## src/adc_sync_pkg.sv

```systemverilog
package adc_sync_pkg;

	// ==========================================================
	// Widths
	localparam int SAMPLE_W = 12;
	localparam int OFFSET_W = 9;
	localparam int GAIN_W = 12;
	localparam int FINE_W = 6;
	localparam int COARSE_W = 5;
	localparam int COUNT_W = 16;
	localparam int AXI_ADDR_W = 8;
	localparam int AXI_DATA_W = 32;

	// ==========================================================
	// Output latency, in half sample-clock cycles as specified
	localparam int LAT_SBM_A_HALF = 14;
	localparam int LAT_DBA_A_HALF = 15;
	localparam int LAT_DBA_B_HALF = 17;
	localparam int LAT_DBS_HALF = 15;
	// One clock only, so half cycles round up to whole cycles
	localparam int LAT_SBM_A = (LAT_SBM_A_HALF + 1) / 2;
	localparam int LAT_DBA_A = (LAT_DBA_A_HALF + 1) / 2;
	localparam int LAT_DBA_B = (LAT_DBA_B_HALF + 1) / 2;
	localparam int LAT_DBS = (LAT_DBS_HALF + 1) / 2;
	// The output register adds one stage, so taps sit one shallower
	localparam int PIPE_DEPTH = LAT_DBA_B;

	// ==========================================================
	// Register map (byte addresses)
	localparam logic [AXI_ADDR_W-1:0] ADDR_CTRL = 8'h00;
	localparam logic [AXI_ADDR_W-1:0] ADDR_OFFSET = 8'h04;
	localparam logic [AXI_ADDR_W-1:0] ADDR_GAIN = 8'h08;
	localparam logic [AXI_ADDR_W-1:0] ADDR_SKEW = 8'h0c;
	localparam logic [AXI_ADDR_W-1:0] ADDR_STATUS = 8'h10;

	// Field positions
	localparam int CTRL_MODE_LSB = 0;
	localparam int SKEW_FINE_LSB = 0;
	localparam int SKEW_COARSE_LSB = 8;
	localparam int STATUS_COUNT_LSB = 0;
	localparam int STATUS_PHASE_LSB = 16;

	// AXI responses
	localparam logic [1:0] RESP_OKAY = 2'h0;
	localparam logic [1:0] RESP_SLVERR = 2'h2;

	// ==========================================================
	// Output arrangements
	typedef enum logic [1:0] {
		MODE_SINGLE = 2'b00,
		MODE_DUAL_ALIGN_DIV2 = 2'b01,
		MODE_DUAL_ALIGN_DIV4 = 2'b10,
		MODE_DUAL_STAGGER_DIV4 = 2'b11
	} out_mode_t;

	// Reset values
	localparam out_mode_t MODE_RST = MODE_SINGLE;
	localparam logic [OFFSET_W-1:0] OFFSET_RST = 9'h100;
	localparam logic [GAIN_W-1:0] GAIN_RST = 12'h800;
	localparam logic [FINE_W-1:0] FINE_RST = 6'h00;
	localparam logic [COARSE_W-1:0] COARSE_RST = 5'h00;

	// ==========================================================
	// Carriers
	typedef struct packed {
		logic phase;
		logic marker;
		logic [SAMPLE_W-1:0] data;
	} lane_t;

	typedef struct packed {
		logic marker;
		logic [SAMPLE_W-1:0] data;
	} bus_word_t;

endpackage

```

## src/adc_output_sync.sv

```systemverilog
// What this block does
// Sample data flows correctly whether or not the sync input is ever driven or the marker read.
// A single pulse, a held step or a pulse train on the sync input each resync per rising edge.
// In divide-by-2 modes the far side repeats sync pulses no faster than half the sample clock.
// In divide-by-4 modes the far side repeats sync pulses no faster than a quarter of it.
// A periodic sync rate should be the sample clock over an even integer to keep clock phase.
// In single bus mode the bus A marker rides with the sample present at sync capture.
// In dual bus modes the bus B marker rides with the sample present at sync capture.
// Every captured sync makes exactly one marker that travels the pipeline as a data bit.
// Single bus mode puts every sample on bus A at full rate and holds bus B inactive.
// With no sync the divided clock starts at any phase while data stays valid.
// Modes are single bus, dual aligned with divide by 2 or 4, and dual staggered divide by 4.
// The fine sample-clock skew is a 6-bit code.
// The coarse sample-clock skew is a 5-bit code.
// Offset is held as a 9-bit code and gain as a 12-bit code, set by software.
// Latency is 7 for single A, 7.5 and 8.5 for aligned A and B, 7.5 for staggered; the code rounds these up to 8, 9 and 8.
// Dual modes send consecutive samples alternately to bus A and bus B at half rate each.
module adc_output_sync
	import adc_sync_pkg::*;
(
	// Clock and reset
	input wire logic clk,
	input wire logic rst_n,
	// Converter core and sync pin
	input wire logic [SAMPLE_W-1:0] sample_in,
	input wire logic sync_reset_input,
	// Output buses
	output logic [SAMPLE_W-1:0] bus_a_data,
	output logic bus_a_frame_marker,
	output logic [SAMPLE_W-1:0] bus_b_data,
	output logic bus_b_frame_marker,
	output logic divided_output_clock,
	// Analog trims
	output logic [OFFSET_W-1:0] offset_code,
	output logic [GAIN_W-1:0] gain_code,
	output logic [FINE_W-1:0] fine_skew_code,
	output logic [COARSE_W-1:0] coarse_skew_code,
	// AXI4-Lite write
	input wire logic [AXI_ADDR_W-1:0] s_axi_awaddr,
	input wire logic [2:0] s_axi_awprot,
	input wire logic s_axi_awvalid,
	output logic s_axi_awready,
	input wire logic [AXI_DATA_W-1:0] s_axi_wdata,
	input wire logic [3:0] s_axi_wstrb,
	input wire logic s_axi_wvalid,
	output logic s_axi_wready,
	output logic [1:0] s_axi_bresp,
	output logic s_axi_bvalid,
	input wire logic s_axi_bready,
	// AXI4-Lite read
	input wire logic [AXI_ADDR_W-1:0] s_axi_araddr,
	input wire logic [2:0] s_axi_arprot,
	input wire logic s_axi_arvalid,
	output logic s_axi_arready,
	output logic [AXI_DATA_W-1:0] s_axi_rdata,
	output logic [1:0] s_axi_rresp,
	output logic s_axi_rvalid,
	input wire logic s_axi_rready
);

	typedef struct packed {
		// Sync pin capture
		logic sync_meta;
		logic sync_stable;
		logic sync_prev;
		// Demux and divider
		logic phase;
		logic [1:0] div_cnt;
		logic clk_out;
		bus_word_t bus_a;
		bus_word_t bus_b;
		// Software registers
		out_mode_t mode;
		logic [OFFSET_W-1:0] offset;
		logic [GAIN_W-1:0] gain;
		logic [FINE_W-1:0] fine;
		logic [COARSE_W-1:0] coarse;
		logic [COUNT_W-1:0] event_count;
		// AXI write side
		logic aw_held;
		logic [AXI_ADDR_W-1:0] aw_addr;
		logic w_held;
		logic [AXI_DATA_W-1:0] wdata;
		logic [3:0] wstrb;
		logic awready;
		logic wready;
		logic bvalid;
		logic [1:0] bresp;
		// AXI read side
		logic arready;
		logic rvalid;
		logic [AXI_DATA_W-1:0] rdata;
		logic [1:0] rresp;
	} state_t;

	state_t st;
	state_t next_st;
	lane_t in_lane;
	lane_t [PIPE_DEPTH-1:0] taps;
	logic sync_event;

	// ==========================================================
	// Byte-lane merge for register writes
	function automatic logic [AXI_DATA_W-1:0] merge(
		input logic [AXI_DATA_W-1:0] old_val,
		input logic [AXI_DATA_W-1:0] new_val,
		input logic [3:0] strb
	);
		logic [AXI_DATA_W-1:0] res;
		res = old_val;
		for (int b = 0; b < 4; b++) begin
			if (strb[b]) begin
				res[b*8 +: 8] = new_val[b*8 +: 8];
			end
		end
		return res;
	endfunction

	// ==========================================================
	// Pipeline carrying sample, marker and demux phase
	sample_delay_line u_delay (
		.clk(clk),
		.rst_n(rst_n),
		.din(in_lane),
		.taps(taps)
	);

	// A step or a train both resync once per rising edge seen
	assign sync_event = st.sync_stable & ~st.sync_prev;

	always_comb begin
		in_lane.data = sample_in;
		in_lane.marker = sync_event;
		// Marked sample is forced to the B slot, so in dual modes it lands on bus B
		in_lane.phase = sync_event ? 1'b1 : st.phase;
	end

	// ==========================================================
	// Next state
	always_comb begin
		logic [AXI_DATA_W-1:0] wr_word;
		logic [AXI_ADDR_W-1:0] wr_addr;
		logic [AXI_ADDR_W-1:0] rd_addr;
		wr_word = '0;
		wr_addr = '0;
		rd_addr = '0;
		next_st = st;

		// Pin passes two flops before anything looks at it
		next_st.sync_meta = sync_reset_input;
		next_st.sync_stable = st.sync_meta;
		next_st.sync_prev = st.sync_stable;

		// Demux slot alternates every sample, restarts on sync
		next_st.phase = ~in_lane.phase;

		// Free-running divider; without sync its phase is whatever reset left
		if (sync_event) begin
			next_st.div_cnt = 2'h0;
			next_st.event_count = st.event_count + 16'h0001;
		end else begin
			next_st.div_cnt = st.div_cnt + 2'h1;
		end
		case (st.mode)
			MODE_SINGLE,
			MODE_DUAL_ALIGN_DIV2: begin
				next_st.clk_out = next_st.div_cnt[0];
			end
			default: begin
				next_st.clk_out = next_st.div_cnt[1];
			end
		endcase

		// Output buses; data flows with or without sync, which only moves the A/B split
		case (st.mode)
			MODE_SINGLE: begin
				next_st.bus_a.data = taps[LAT_SBM_A-1].data;
				next_st.bus_a.marker = taps[LAT_SBM_A-1].marker;
				next_st.bus_b = '0;
			end
			MODE_DUAL_ALIGN_DIV2,
			MODE_DUAL_ALIGN_DIV4: begin
				// B taps one deeper than A, so both reload on the same edge
				if (!taps[LAT_DBA_A-1].phase) begin
					next_st.bus_a.data = taps[LAT_DBA_A-1].data;
					next_st.bus_a.marker = taps[LAT_DBA_A-1].marker;
				end
				if (taps[LAT_DBA_B-1].phase) begin
					next_st.bus_b.data = taps[LAT_DBA_B-1].data;
					next_st.bus_b.marker = taps[LAT_DBA_B-1].marker;
				end
			end
			MODE_DUAL_STAGGER_DIV4: begin
				// Same tap for both, so the buses reload on alternate edges
				if (!taps[LAT_DBS-1].phase) begin
					next_st.bus_a.data = taps[LAT_DBS-1].data;
					next_st.bus_a.marker = taps[LAT_DBS-1].marker;
				end else begin
					next_st.bus_b.data = taps[LAT_DBS-1].data;
					next_st.bus_b.marker = taps[LAT_DBS-1].marker;
				end
			end
			default: begin
				next_st.bus_a = '0;
				next_st.bus_b = '0;
			end
		endcase

		// ======================================================
		// AXI write: address and data taken in either order
		if (s_axi_awvalid && st.awready) begin
			next_st.aw_held = 1'b1;
			next_st.aw_addr = s_axi_awaddr;
		end
		if (s_axi_wvalid && st.wready) begin
			next_st.w_held = 1'b1;
			next_st.wdata = s_axi_wdata;
			next_st.wstrb = s_axi_wstrb;
		end
		if (st.bvalid && s_axi_bready) begin
			next_st.bvalid = 1'b0;
		end
		if (st.aw_held && st.w_held && !st.bvalid) begin
			next_st.aw_held = 1'b0;
			next_st.w_held = 1'b0;
			next_st.bvalid = 1'b1;
			next_st.bresp = RESP_OKAY;
			wr_addr = {st.aw_addr[AXI_ADDR_W-1:2], 2'b00};
			case (wr_addr)
				ADDR_CTRL: begin
					wr_word = merge(AXI_DATA_W'(st.mode), st.wdata, st.wstrb);
					next_st.mode = out_mode_t'(wr_word[CTRL_MODE_LSB +: 2]);
				end
				ADDR_OFFSET: begin
					wr_word = merge(AXI_DATA_W'(st.offset), st.wdata, st.wstrb);
					next_st.offset = wr_word[OFFSET_W-1:0];
				end
				ADDR_GAIN: begin
					wr_word = merge(AXI_DATA_W'(st.gain), st.wdata, st.wstrb);
					next_st.gain = wr_word[GAIN_W-1:0];
				end
				ADDR_SKEW: begin
					wr_word = '0;
					wr_word[SKEW_FINE_LSB +: FINE_W] = st.fine;
					wr_word[SKEW_COARSE_LSB +: COARSE_W] = st.coarse;
					wr_word = merge(wr_word, st.wdata, st.wstrb);
					next_st.fine = wr_word[SKEW_FINE_LSB +: FINE_W];
					next_st.coarse = wr_word[SKEW_COARSE_LSB +: COARSE_W];
				end
				ADDR_STATUS: begin
					// Read-only; the write is accepted and dropped
					next_st.bresp = RESP_OKAY;
				end
				default: begin
					next_st.bresp = RESP_SLVERR;
				end
			endcase
		end
		// Hold off new address and data until the response is taken
		next_st.awready = !next_st.aw_held && !next_st.bvalid;
		next_st.wready = !next_st.w_held && !next_st.bvalid;

		// ======================================================
		// AXI read: one outstanding, answered on the next edge
		if (st.rvalid && s_axi_rready) begin
			next_st.rvalid = 1'b0;
		end
		if (s_axi_arvalid && st.arready) begin
			rd_addr = {s_axi_araddr[AXI_ADDR_W-1:2], 2'b00};
			next_st.rvalid = 1'b1;
			next_st.rresp = RESP_OKAY;
			next_st.rdata = '0;
			case (rd_addr)
				ADDR_CTRL: begin
					next_st.rdata[CTRL_MODE_LSB +: 2] = st.mode;
				end
				ADDR_OFFSET: begin
					next_st.rdata[OFFSET_W-1:0] = st.offset;
				end
				ADDR_GAIN: begin
					next_st.rdata[GAIN_W-1:0] = st.gain;
				end
				ADDR_SKEW: begin
					next_st.rdata[SKEW_FINE_LSB +: FINE_W] = st.fine;
					next_st.rdata[SKEW_COARSE_LSB +: COARSE_W] = st.coarse;
				end
				ADDR_STATUS: begin
					next_st.rdata[STATUS_COUNT_LSB +: COUNT_W] = st.event_count;
					next_st.rdata[STATUS_PHASE_LSB +: 2] = st.div_cnt;
				end
				default: begin
					next_st.rresp = RESP_SLVERR;
				end
			endcase
		end
		next_st.arready = !next_st.rvalid;
	end

	// ==========================================================
	// State register
	always_ff @(posedge clk or negedge rst_n) begin
		if (!rst_n) begin
			st <= '0;
			st.mode <= MODE_RST;
			st.offset <= OFFSET_RST;
			st.gain <= GAIN_RST;
			st.fine <= FINE_RST;
			st.coarse <= COARSE_RST;
			st.awready <= 1'b1;
			st.wready <= 1'b1;
			st.arready <= 1'b1;
		end else begin
			st <= next_st;
		end
	end

	// ==========================================================
	// Outputs, all straight from state flops
	assign bus_a_data = st.bus_a.data;
	assign bus_a_frame_marker = st.bus_a.marker;
	assign bus_b_data = st.bus_b.data;
	assign bus_b_frame_marker = st.bus_b.marker;
	assign divided_output_clock = st.clk_out;
	assign offset_code = st.offset;
	assign gain_code = st.gain;
	assign fine_skew_code = st.fine;
	assign coarse_skew_code = st.coarse;
	assign s_axi_awready = st.awready;
	assign s_axi_wready = st.wready;
	assign s_axi_bresp = st.bresp;
	assign s_axi_bvalid = st.bvalid;
	assign s_axi_arready = st.arready;
	assign s_axi_rdata = st.rdata;
	assign s_axi_rresp = st.rresp;
	assign s_axi_rvalid = st.rvalid;

endmodule // adc_output_sync

```

## src/sample_delay_line.sv

```systemverilog
module sample_delay_line
	import adc_sync_pkg::*;
(
	// Clock and reset
	input wire logic clk,
	input wire logic rst_n,
	// Stream in
	input lane_t din,
	// Every stage, tap k holds the sample taken k+1 edges ago
	output lane_t [PIPE_DEPTH-1:0] taps
);

	typedef struct packed {
		lane_t [PIPE_DEPTH-1:0] stage;
	} delay_state_t;

	delay_state_t st;
	delay_state_t next_st;

	// ==========================================================
	// Shift, marker rides along as a data bit
	always_comb begin
		next_st = st;
		next_st.stage[0] = din;
		for (int i = 1; i < PIPE_DEPTH; i++) begin
			next_st.stage[i] = st.stage[i-1];
		end
	end

	always_ff @(posedge clk or negedge rst_n) begin
		if (!rst_n) begin
			st <= '0;
		end else begin
			st <= next_st;
		end
	end

	assign taps = st.stage;

endmodule // sample_delay_line

```

## config.mk

```make
export PLATFORM = sky130hd
export DESIGN_NAME = adc_output_sync
export DESIGN_NICKNAME = d
export VERILOG_FILES = /design/src/adc_sync_pkg.sv /design/src/adc_output_sync.sv /design/src/sample_delay_line.sv
export SDC_FILE = /design/constraint.sdc
export NUM_CORES = 1
export LEC_CHECK = 0
export ABC_AREA = 0
export BUFFER_PORTS_ARGS = -buffer_cell sky130_fd_sc_hd__buf_2
export CORE_ASPECT_RATIO = 0.8
export CORE_UTILIZATION = 50
export DETAILED_ROUTE_END_ITERATION = 6
export GPL_TIMING_DRIVEN = 1
export PLACE_DENSITY = 0.74
export SLEW_MARGIN = 20
export SYNTH_ARGS = -nofsm -noshare
export SYNTH_HDL_FRONTEND = slang
export SYNTH_HIERARCHICAL = 1
export SYNTH_SLANG_ARGS = --single-unit
```

## constraint.sdc

```tcl
create_clock -name clk -period 2.2 [get_ports clk]
set_input_delay 0.11 -clock clk [delete_from_list [all_inputs] [get_ports clk]]
set_output_delay 0.11 -clock clk [all_outputs]
set_load 0.01 [all_outputs]
```

# Word-level counts from Yosys, hierarchy flattened
# Index checks and enable logic that the tools add are counted.
[op_classes]
n_eq_ne = 13
n_bitwise = 3
n_mul = 0
muxes = 24
order_cmp = 0
n_div = 0
add_sub_neg = 2
reduce_logical = 29
shifts = 0
[ops]
columns = ["op", "n"]
rows = [
  ["case mux 26 bit (3 select lines)", 1],
  ["2-to-1 mux 13 bit", 3],
  ["2-to-1 mux 37 bit", 1],
  ["2-to-1 mux 35 bit", 1],
  ["== test 6 x 2 -> 1 bit, second input constant", 4],
  ["AND reduction 3 bit", 7],
  ["adder 16 x 1 -> 16 bit, second input constant", 1],
  ["case mux 4 bit (4 select lines)", 1],
  ["== test 6 x 1 -> 1 bit, second input constant", 2],
  ["== test 6 x 3 -> 1 bit, second input constant", 2],
  ["zero test 6 bit", 2],
  ["case mux 2 bit (5 select lines)", 1],
  ["OR reduction 5 bit", 2],
  ["logical AND 1 bit", 9],
  ["2-to-1 mux 9 bit", 1],
  ["case mux 3 bit (3 select lines)", 1],
  ["2-to-1 mux 1 bit", 6],
  ["2-to-1 mux 2 bit", 3],
  ["case mux 2 bit (3 select lines)", 1],
  ["zero test 1 bit", 5],
  ["2-to-1 mux 5 bit", 1],
  ["== test 2 bit, second input constant", 2],
  ["!= test 2 x 1 -> 1 bit, second input constant", 2],
  ["case mux 1 bit (4 select lines)", 1],
  ["other kinds (9)", 11],
]
[word_totals]
input_bits = 78
n_memories = 0
regBits = 282
output_inout_bits = 100
word_cells = 129
mem_bits_rw = 0
rom_bits = 0
latch_bits = 0

# Logic depth before layout (Yosys ltp)
# Gate-level depths: netlist (run 1).
[depth]
depth_word = 6
mapped_depth = 7
ltp_nobuf = 6

# Hierarchy
# The synthesis (run 1) kept the hierarchy.
[by_module_without_submodules]
columns = ["mod", "instances", "seq_area_each_um2", "cells_per_inst", "area_per_inst_um2"]
rows = [
  ["adc_output_sync", 1, 3284.4, 569, 6468.7],
  ["sample_delay_line", 1, 3153.0, 126, 3153.0],
]

# Worst setup path after synthesis (run 1)
# OpenSTA, ideal clock, no wires.
[synth_path]
path_kind = "register -> register"
from = "register st (netlist bit s_axi_bvalid)"
to = "register st (netlist bit gain_code[0])"
stages_incl_launch_ff = 7
period_less_slack_ns = 1.853
arrival_ns = 1.728
path_slack_ns = 0.347
setup_time_ns = 0.125
required_ns = 2.075
path_buffers = 2
path_cell_list = "dfrtp_1 and3b_1 buf_6 nand3_2 or4b_4 buf_6 mux2_4"
[synth_via]
elab_chain_cells = 3
[synth_rtl]
columns = ["item", "line_no", "text"]
rows = [
  ["from (decl)", "adc_output_sync.sv:96", "state_t st;"],
  ["from (signal assigned)", "adc_output_sync.sv:313", "st <= next_st;"],
  ["zero test 1 bit", "adc_output_sync.sv:223", "if (st.aw_held && st.w_held && !st.bvalid) begin"],
  ["logical AND 1 bit", "adc_output_sync.sv:223", ""],
  ["AND reduction 3 bit (no line)", "-", ""],
]
# No other way between the ends.
# A chain may end at the register's enable or synchronous reset.

# Worst setup path after layout (run 1)
[layout_path]
from = "register st[83] (netlist name)"
to = "register st (netlist bit coarse_skew_code[3])"
[layout_via]
elab_chain_cells = 2
[layout_rtl]
columns = ["item", "line_no", "text"]
rows = [
  ["== test 6 x 2 -> 1 bit", "adc_output_sync.sv:229", "case (wr_addr)"],
  ["AND reduction 3 bit (no line)", "-", ""],
]
# No other way between the ends.

==> impl_metrics.prom, run 1 <==
# TYPE chip_impl_metric gauge
chip_impl_metric{name="setup_viol",unit=""} 0
chip_impl_metric{name="post_synth_instance_area",unit="sq mm"} 0.00962
chip_impl_metric{name="worst_skew_pair.late_latency",unit="ns"} 0.50
chip_impl_metric{name="grt_overflow",unit=""} 0
chip_impl_metric{name="gp_routability_congestion",unit=""} 0.818
chip_impl_metric{name="place_ws",unit="ns"} 0.220
chip_impl_metric{name="htree_levels",unit=""} 1
chip_impl_metric{name="post_route_cells_drive_above_1_share",unit="%"} 31.6
chip_impl_metric{name="synth_edf_count",unit=""} 0
chip_impl_metric{name="floorplan.rows",unit=""} 44
chip_impl_metric{name="final.setup.worst_slack",unit="ns"} 0.200
chip_impl_metric{name="timing.critical_path.fanout_max",unit=""} 5
chip_impl_metric{name="drt_iter0_markers",unit=""} 274
chip_impl_metric{name="max_cap_viol_count",unit=""} 0
chip_impl_metric{name="grt_pass1_wl",unit="microns"} 29200
chip_impl_metric{name="grtUsageTotal",unit="%"} 18.7
chip_impl_metric{name="number_of_antenna_violations_at_the_first_check_in_global_routing",unit=""} 0
chip_impl_info{name="clock-root-buffer",value="sky130_fd_sc_hd__clkbuf_16"} 1
chip_impl_info{name="endpoint_kind",value="register"} 1
chip_impl_metric{name="timing.final.crit_period",unit="ns"} 2.00
chip_impl_info{name="result_of_the_run",value="finished, final reports clean"} 1
chip_impl_metric{name="num_antenna_cells",unit=""} 0
chip_impl_metric{name="max_freq",unit="MHz"} 500
chip_impl_metric{name="r2r_slack",unit="ns"} 0.20
chip_impl_info{name="routed.top_layer",value="met4"} 1
chip_impl_metric{name="cts.repair_timing.setup_buffer_count",unit=""} 0
chip_impl_metric{name="synth_cell_types",unit=""} 51
chip_impl_metric{name="num-nets-final",unit=""} 888
chip_impl_metric{name="placeableCoreArea",unit="sq mm"} 0.0185
chip_impl_metric{name="worst-slew-pin-transition",unit="ns"} 0.783
chip_impl_metric{name="finalWirelength",unit="microns"} 17600
chip_impl_info{name="holdCritStartpoint",value="s_axi_araddr[3]"} 1
chip_impl_info{name="hold_path.class",value="in2reg"} 1
chip_impl_metric{name="ys_seq_area_share",unit="%"} 66.9
chip_impl_metric{name="final-max-slew-violation-count",unit=""} 0
chip_impl_metric{name="clock_pin_slew_on_the_worst_setup_and_hold_paths",unit="ns"} 0.06
chip_impl_metric{name="timing.final.hold_violations",unit=""} 0
chip_impl_metric{name="cts_buffer_depth",unit=""} 3
chip_impl_info{name="final_common_cell",value="sky130_fd_sc_hd__dfrtp_1"} 1
chip_impl_metric{name="post-route-period-util",unit="%"} 90.9
chip_impl_metric{name="floorplan.initialDensity",unit="%"} 52.0
chip_impl_metric{name="tritoncts_num_sinks",unit=""} 257
chip_impl_metric{name="power",unit="mW"} 12.7
chip_impl_metric{name="die-area",unit="sq mm"} 0.0198
chip_impl_metric{name="post_synth.cell_area_avg",unit="sq um"} 13.8
chip_impl_metric{name="num_io_pins",unit=""} 178
chip_impl_metric{name="die_height",unit="microns"} 126
chip_impl_metric{name="ys.warnings.count",unit=""} 6
chip_impl_metric{name="post_dr_vias_cell",unit=""} 5.05
chip_impl_metric{name="worst_slew_margin_rel",unit="%"} 47.7
chip_impl_metric{name="power.density",unit="mW/mm^2"} 1140
chip_impl_info{name="synth_flop_cell",value="sky130_fd_sc_hd__dfrtp_1"} 1
chip_impl_metric{name="ir_worst_vdd",unit="V"} 0.000596
chip_impl_metric{name="route.detailed.wl_per_inst",unit="microns"} 16.4
chip_impl_info{name="regToRegStartpoint",value="st[83]"} 1
chip_impl_metric{name="n_fill_cell",unit=""} 1419
chip_impl_metric{name="dp_cells",unit=""} 992
chip_impl_info{name="setup_repair_after_global_routing_missed_its_margin",value="no"} 1
chip_impl_metric{name="port_buffers",unit=""} 130
chip_impl_metric{name="timing.reg2reg.worst_path_depth",unit=""} 4
chip_impl_metric{name="remaining_drc_errors",unit=""} 0
chip_impl_metric{name="synth_seq_cells",unit=""} 257
chip_impl_metric{name="numCtsBuffers",unit=""} 25
chip_impl_metric{name="syn_inst",unit=""} 695
chip_impl_metric{name="dpl.hpwl",unit="microns"} 11900
chip_impl_metric{name="timing.critical_path.arrival",unit="ns"} 2.38
chip_impl_info{name="worstReg2RegEnd",value="coarse_skew_code[3]"} 1
chip_impl_metric{name="wl_met3",unit="microns"} 1070
chip_impl_metric{name="finalNonFillerCells",unit=""} 1075
chip_impl_metric{name="vias",unit=""} 5426
chip_impl_info{name="endpoint_worst_hold",value="s_axi_rdata[12]"} 1
chip_impl_metric{name="final_core_util",unit="%"} 60.7
chip_impl_metric{name="area_growth_syn_to_layout",unit="%"} 16.7
chip_impl_metric{name="final_antenna_net_count",unit=""} 0
chip_impl_metric{name="power.leakage",unit="nW"} 5.42
chip_impl_metric{name="worst_clock_skew",unit="ns"} 0.0111
chip_impl_metric{name="share_of_flip_flops_with_an_asynchronous_set_or_reset",unit="%"} 100
chip_impl_metric{name="detailed_router_iteration_count_before_antenna_repair",unit=""} 7
chip_impl_metric{name="floorplan.die.width",unit="microns"} 157
chip_impl_metric{name="wl_met1",unit="microns"} 8040
chip_impl_info{name="worst_setup_path_start_kind",value="register"} 1
chip_impl_info{name="most-common-layout-cells",value="252 x sky130_fd_sc_hd__dfrtp_1, 129 x sky130_fd_sc_hd__buf_2, 58 x sky130_fd_sc_hd__nand2_1"} 1
chip_impl_metric{name="grt_pass1_vias",unit=""} 5719
chip_impl_info{name="timing_worst_setup_path_type",value="reg2reg"} 1
chip_impl_metric{name="worst_hold_depth",unit=""} 3
chip_impl_metric{name="setup_tns",unit="ns"} 0
chip_impl_metric{name="wl_met2",unit="microns"} 8130
chip_impl_info{name="cts_tree",value="done"} 1
chip_impl_metric{name="cp.required",unit="ns"} 2.58
chip_impl_metric{name="grt_start_max_net_pins",unit=""} 87
==> layer usage <==
metal	track usage, %	vias to the layer above
met2	29.1	191
met3	4.27	35
met4	5.71	0
li1	-	2500
met5	0	-
met1	26.4	2700
==> cells by family (layout without fill, tap and decap cells) <==
family / count (synthesis) / count (layout) / share of synthesized area [%]
AOI/OAI and AO/OA: 83 / 83 / 5.92
DFF: 257 / 257 / 66.9
buffers and inverters: 125 / 237 / 8.75
adders and majority gates: 4 / 4 / 0.520
other: 1 / 16 / 0.0390
muxes: 76 / 76 / 9.01
and+or+nand+nor: 132 / 132 / 7.31
xor gates and xnor gates: 17 / 17 / 1.55
==> synth_stat cells (all sizes together), types with 6 or more instances <==
| master | n | area share [%] |
|---|---|---|
| o31ai | 14 | 1.1 |
| inv | 7 | 0.27 |
| nor2 | 19 | 0.82 |
| nand3 | 14 | 0.78 |
| buf | 101 | 7.8 |
| xnor2 | 13 | 1.2 |
| dfrtp | 252 | 66 |
| a221oi | 9 | 0.82 |
| mux2i | 15 | 1.6 |
| nand4 | 6 | 0.39 |
| and3 | 6 | 0.39 |
| a22oi | 18 | 1.4 |
| nand2 | 58 | 2.3 |
| o21ai | 22 | 1.1 |
| mux2 | 61 | 7.5 |
| clkbuf | 17 | 0.66 |
==> through the flow <==
stage / area (sq um) / hold slack [ns]
final: 11200 / 0.0557
after global routing: 11200 / 0.0856
after CTS: 11200 / 0.0403
after detailed placement: 10000 / 0.153
after global placement: 10000 / 0.142
after floorplan: 9680 / -0.186
==> repair_timing <==
item	in CTS	in global routing
endpoints found under the hold margin	121	0
hold buffers	40	0
setup endpoints to repair	0	0
resized for setup	0	0
==> report_power, final <==
part	internal (mW)	leakage (nW)	switching, mW
logic	1.11	1.87	1.23
clock network	2.52	0.392	1.66
registers	5.55	3.16	0.674
==> registers in the layout, indices dropped and copies added, names as in the netlist <==
register / count
u_delay/taps: 126
st: 45
s_axi_rdata: 18
bus_a_data: 12
bus_b_data: 12
gain_code: 12
offset_code: 9
fine_skew_code: 6
coarse_skew_code: 5
next_st: 2
bus_a_frame_marker: 1
bus_b_frame_marker: 1
divided_output_clock: 1
s_axi_arready: 1
s_axi_awready: 1
s_axi_bresp: 1
s_axi_bvalid: 1
s_axi_rresp: 1
s_axi_rvalid: 1
s_axi_wready: 1
==> worst max path at each step <==
stage                       from                   to  slack, ns  depth (start not counted)
floorplan           s_axi_bvalid         gain_code[0]       0.35                          6
global placement    s_axi_bvalid         gain_code[5]       0.32                          4
detailed placement        st[83]  coarse_skew_code[3]       0.22                          4
CTS                       st[83]  coarse_skew_code[3]       0.21                          4
global route              st[83]  coarse_skew_code[0]       0.11                          4
finish                    st[83]  coarse_skew_code[3]       0.20                          4
==> area by class of cell <==
class / count / area [sq um] / share of cell area, %
inverter: 7 / 26.3 / 0.234
clock inverter: 5 / 80.1 / 0.713
tap: 253 / 317 / 2.82
multi-input combinational: 328 / 2400 / 21.4
timing repair buffer: 187 / 1230 / 10.9
clock buffer: 38 / 734 / 6.54
sequential: 257 / 6440 / 57.3
==> worst max-delay path, stage by stage (launching register included) <==
cell and delay (ns):
sky130_fd_sc_hd__dfrtp_1 0.40, sky130_fd_sc_hd__or3_1 0.45, sky130_fd_sc_hd__nor3_2 0.30, sky130_fd_sc_hd__nand4_1 0.35
sky130_fd_sc_hd__mux2_2 0.38
Note: power is estimated with default switching activity, not from simulation.
==> inputs of run 2 (changes only) <==
--- a/config.mk
+++ b/config.mk
@@ -6,9 +6,11 @@
 export NUM_CORES = 1
 export LEC_CHECK = 0
 export ABC_AREA = 0
+export ABC_CLOCK_PERIOD_IN_PS = 2200
 export BUFFER_PORTS_ARGS = -buffer_cell sky130_fd_sc_hd__buf_2
 export CORE_ASPECT_RATIO = 0.8
 export CORE_UTILIZATION = 50
+export CTS_BUF_LIST = sky130_fd_sc_hd__clkbuf_16
 export DETAILED_ROUTE_END_ITERATION = 6
 export GPL_TIMING_DRIVEN = 1
 export PLACE_DENSITY = 0.74
==> run 2 against run 1 <==
Core utilization decreased by 0.32 points. Non-clock buffer count unchanged. Worst hold slack improved by 0.0067 ns. Clock-buffer cell count decreased by 13. Sequential share of layout area increased by 0.31 points. Worst setup slack got worse by 0.0073 ns. First-iteration DRC count increased by 23%. Sequential cell count unchanged. Clock power decreased by 6.0%. Critical path depth unchanged. Critical path type unchanged.
==> impl_metrics.prom, run 2 (same netlist as run 1, synthesis figures left out) <==
# TYPE chip_impl_metric gauge
chip_impl_metric{name="power.density",unit="mW/mm^2"} 1120
chip_impl_info{name="hold_path.class",value="in2reg"} 1
chip_impl_metric{name="internal-power",unit="mW"} 8.94
chip_impl_info{name="setup_repair_after_global_routing_missed_its_margin",value="no"} 1
chip_impl_metric{name="n_fill_cell",unit=""} 1431
chip_impl_metric{name="placeableCoreArea",unit="sq mm"} 0.0185
chip_impl_metric{name="power",unit="mW"} 12.5
chip_impl_metric{name="numCtsBuffers",unit=""} 25
chip_impl_metric{name="timing.final.hold_violations",unit=""} 0
chip_impl_metric{name="worst_slew_margin_rel",unit="%"} 47.1
chip_impl_metric{name="final-max-slew-violation-count",unit=""} 0
chip_impl_metric{name="route.detailed.wl_per_inst",unit="microns"} 16.5
chip_impl_metric{name="clockPowerShare",unit="%"} 31.4
chip_impl_metric{name="worst_skew_pair.late_latency",unit="ns"} 0.50
chip_impl_metric{name="detailed_router_iteration_count_before_antenna_repair",unit=""} 6
chip_impl_metric{name="grt_pass1_vias",unit=""} 5726
chip_impl_metric{name="gp_routability_congestion",unit=""} 0.818
chip_impl_metric{name="num-nets-final",unit=""} 888
chip_impl_metric{name="num_antenna_cells",unit=""} 0
chip_impl_metric{name="pwr-share-comb",unit="%"} 18.8
chip_impl_metric{name="r2r_slack",unit="ns"} 0.19
chip_impl_metric{name="final_core_util",unit="%"} 60.4
chip_impl_metric{name="p_switching",unit="mW"} 3.56
chip_impl_metric{name="setup_viol",unit=""} 0
chip_impl_metric{name="max_freq",unit="MHz"} 498
chip_impl_metric{name="vias",unit=""} 5448
chip_impl_info{name="endpoint_worst_hold",value="s_axi_rdata[12]"} 1
chip_impl_metric{name="die_height",unit="microns"} 126
chip_impl_metric{name="timing.final.crit_period",unit="ns"} 2.01
chip_impl_metric{name="timing.reg2reg.worst_path_depth",unit=""} 4
chip_impl_metric{name="finalWirelength",unit="microns"} 17700
chip_impl_metric{name="final.setup.worst_slack",unit="ns"} 0.193
chip_impl_metric{name="cp.required",unit="ns"} 2.59
chip_impl_metric{name="drt_iter0_markers",unit=""} 338
chip_impl_metric{name="post-route-period-util",unit="%"} 91.2
chip_impl_metric{name="whs",unit="ns"} 0.0623
chip_impl_metric{name="remaining_drc_errors",unit=""} 0
chip_impl_metric{name="grtUsageTotal",unit="%"} 18.8
chip_impl_metric{name="power.leakage",unit="nW"} 5.42
chip_impl_info{name="worst_setup_path_start_kind",value="register"} 1
chip_impl_info{name="result_of_the_run",value="finished, final reports clean"} 1
chip_impl_metric{name="post_route_cells_drive_above_1_share",unit="%"} 30.9
chip_impl_metric{name="setup_tns",unit="ns"} 0
chip_impl_info{name="worstReg2RegEnd",value="coarse_skew_code[3]"} 1
chip_impl_info{name="regToRegStartpoint",value="st[83]"} 1
chip_impl_metric{name="grt_start_max_net_pins",unit=""} 87
chip_impl_metric{name="place_ws",unit="ns"} 0.220
chip_impl_metric{name="largest_reg_flops",unit=""} 126
chip_impl_metric{name="final_antenna_net_count",unit=""} 0
chip_impl_metric{name="floorplan.die.width",unit="microns"} 157
chip_impl_metric{name="timing.critical_path.fanout_max",unit=""} 5
chip_impl_metric{name="dpl.hpwl",unit="microns"} 11900
chip_impl_metric{name="num_io_pins",unit=""} 178
chip_impl_metric{name="netSwitchingFraction",unit="%"} 28.5
chip_impl_metric{name="tritoncts_num_sinks",unit=""} 257
chip_impl_metric{name="post_dr_vias_cell",unit=""} 5.07
chip_impl_metric{name="worst_hold_depth",unit=""} 3
chip_impl_info{name="most-common-layout-cells",value="252 x sky130_fd_sc_hd__dfrtp_1, 129 x sky130_fd_sc_hd__buf_2, 58 x sky130_fd_sc_hd__nand2_1"} 1
chip_impl_info{name="holdCritStartpoint",value="s_axi_araddr[3]"} 1
chip_impl_metric{name="floorplan.rows",unit=""} 44
chip_impl_info{name="timing_worst_setup_path_type",value="reg2reg"} 1
chip_impl_metric{name="worst-slew-pin-transition",unit="ns"} 0.792
chip_impl_metric{name="grt_pass1_wl",unit="microns"} 29400
chip_impl_metric{name="timing.critical_path.arrival",unit="ns"} 2.39
chip_impl_metric{name="area_growth_syn_to_layout",unit="%"} 16.0
chip_impl_metric{name="htree_levels",unit=""} 1
chip_impl_metric{name="grt_overflow",unit=""} 0
chip_impl_metric{name="clock_pin_slew_on_the_worst_setup_and_hold_paths",unit="ns"} 0.06
chip_impl_metric{name="cts_buffer_depth",unit=""} 3
chip_impl_info{name="cts_tree",value="done"} 1
chip_impl_metric{name="max_cap_viol_count",unit=""} 0
chip_impl_metric{name="ctsResizeCount",unit=""} 0
chip_impl_metric{name="port_buffers",unit=""} 130
chip_impl_info{name="final_common_cell",value="sky130_fd_sc_hd__dfrtp_1"} 1
chip_impl_info{name="endpoint_kind",value="register"} 1
chip_impl_info{name="clock-root-buffer",value="sky130_fd_sc_hd__clkbuf_16"} 1
chip_impl_metric{name="floorplan.initialDensity",unit="%"} 52.0
chip_impl_metric{name="ir_worst_vdd",unit="V"} 0.000583
chip_impl_metric{name="number_of_antenna_violations_at_the_first_check_in_global_routing",unit=""} 0
chip_impl_metric{name="power.sequential.fraction",unit="%"} 49.8
chip_impl_metric{name="worst_clock_skew",unit="ns"} 0.0102
chip_impl_metric{name="die-area",unit="sq mm"} 0.0198
run 2: changes by cell type in the layout (fill, tap and decap cells not counted):
cell,before,now
sky130_fd_sc_hd__clkbuf_1,7,0
sky130_fd_sc_hd__clkinv_1,0,6
sky130_fd_sc_hd__clkbuf_8,6,0
sky130_fd_sc_hd__inv_1,7,14
run 2: area by class of cell:
class                           count  area, sq um  share of cell area (%)
Tap cell                          253          317                    2.84
Clock buffer                       25          626                    5.60
Sequential cell                   257         6440                    57.7
Timing Repair Buffer              187         1230                    11.0
Clock inverter                     18          129                    1.15
Inverter                            7         26.3                   0.235
Multi-Input combinational cell    328         2400                    21.5
run 2: routing by layer:
layer  part of all wire, %  global-route usage, %  vias up
li1                      -                      -     2499
met4                   2.3                   5.31        0
met1                    46                   26.4     2727
met3                   6.0                   4.54       41
met5                     0                      0        -
met2                    46                   29.4      181
run 2: per-stage QoR:
stage          cell area [sq um]  cells
2_1_floorplan               9680    710
3_3_place_gp               10000    992
3_5_place_dp               10000    992
4_1_cts                    11200   1075
5_1_grt                    11200   1075
6_report                   11200   1075
run 2: power groups by stage:
stage / combinational [mW] / clock (mW) / sequential [mW]
after CTS: 2.36 / 4.03 / 6.22
after global placement: 2.18 / 0 / 6.23
after detailed placement: 2.28 / 0 / 6.30
after global routing: 2.58 / 4.23 / 6.34
final: 2.35 / 3.93 / 6.23
after floorplan: 1.93 / 0 / 6.05
run 2: worst max path at each step:
stage | start | endpoint | depth (start not counted)
after floorplan | s_axi_bvalid | gain_code[0] | 6
after global placement | s_axi_bvalid | gain_code[5] | 4
after detailed placement | st[83] | coarse_skew_code[3] | 4
after CTS | st[83] | coarse_skew_code[3] | 4
after global routing | st[83] | coarse_skew_code[0] | 4
final | st[83] | coarse_skew_code[3] | 4
run 2: what timing repair did:
| action | CTS | global route |
|---|---|---|
| hold buffers | 40 | 0 |
| setup buffers | 0 | 0 |
| hold endpoints to repair | 121 | 0 |
run 2: critical path, cell delays in order, from the launching register on:
cell and delay, ns:
sky130_fd_sc_hd__dfrtp_1 0.40, sky130_fd_sc_hd__or3_1 0.46, sky130_fd_sc_hd__nor3_2 0.30, sky130_fd_sc_hd__nand4_1 0.35, sky130_fd_sc_hd__mux2_2 0.38
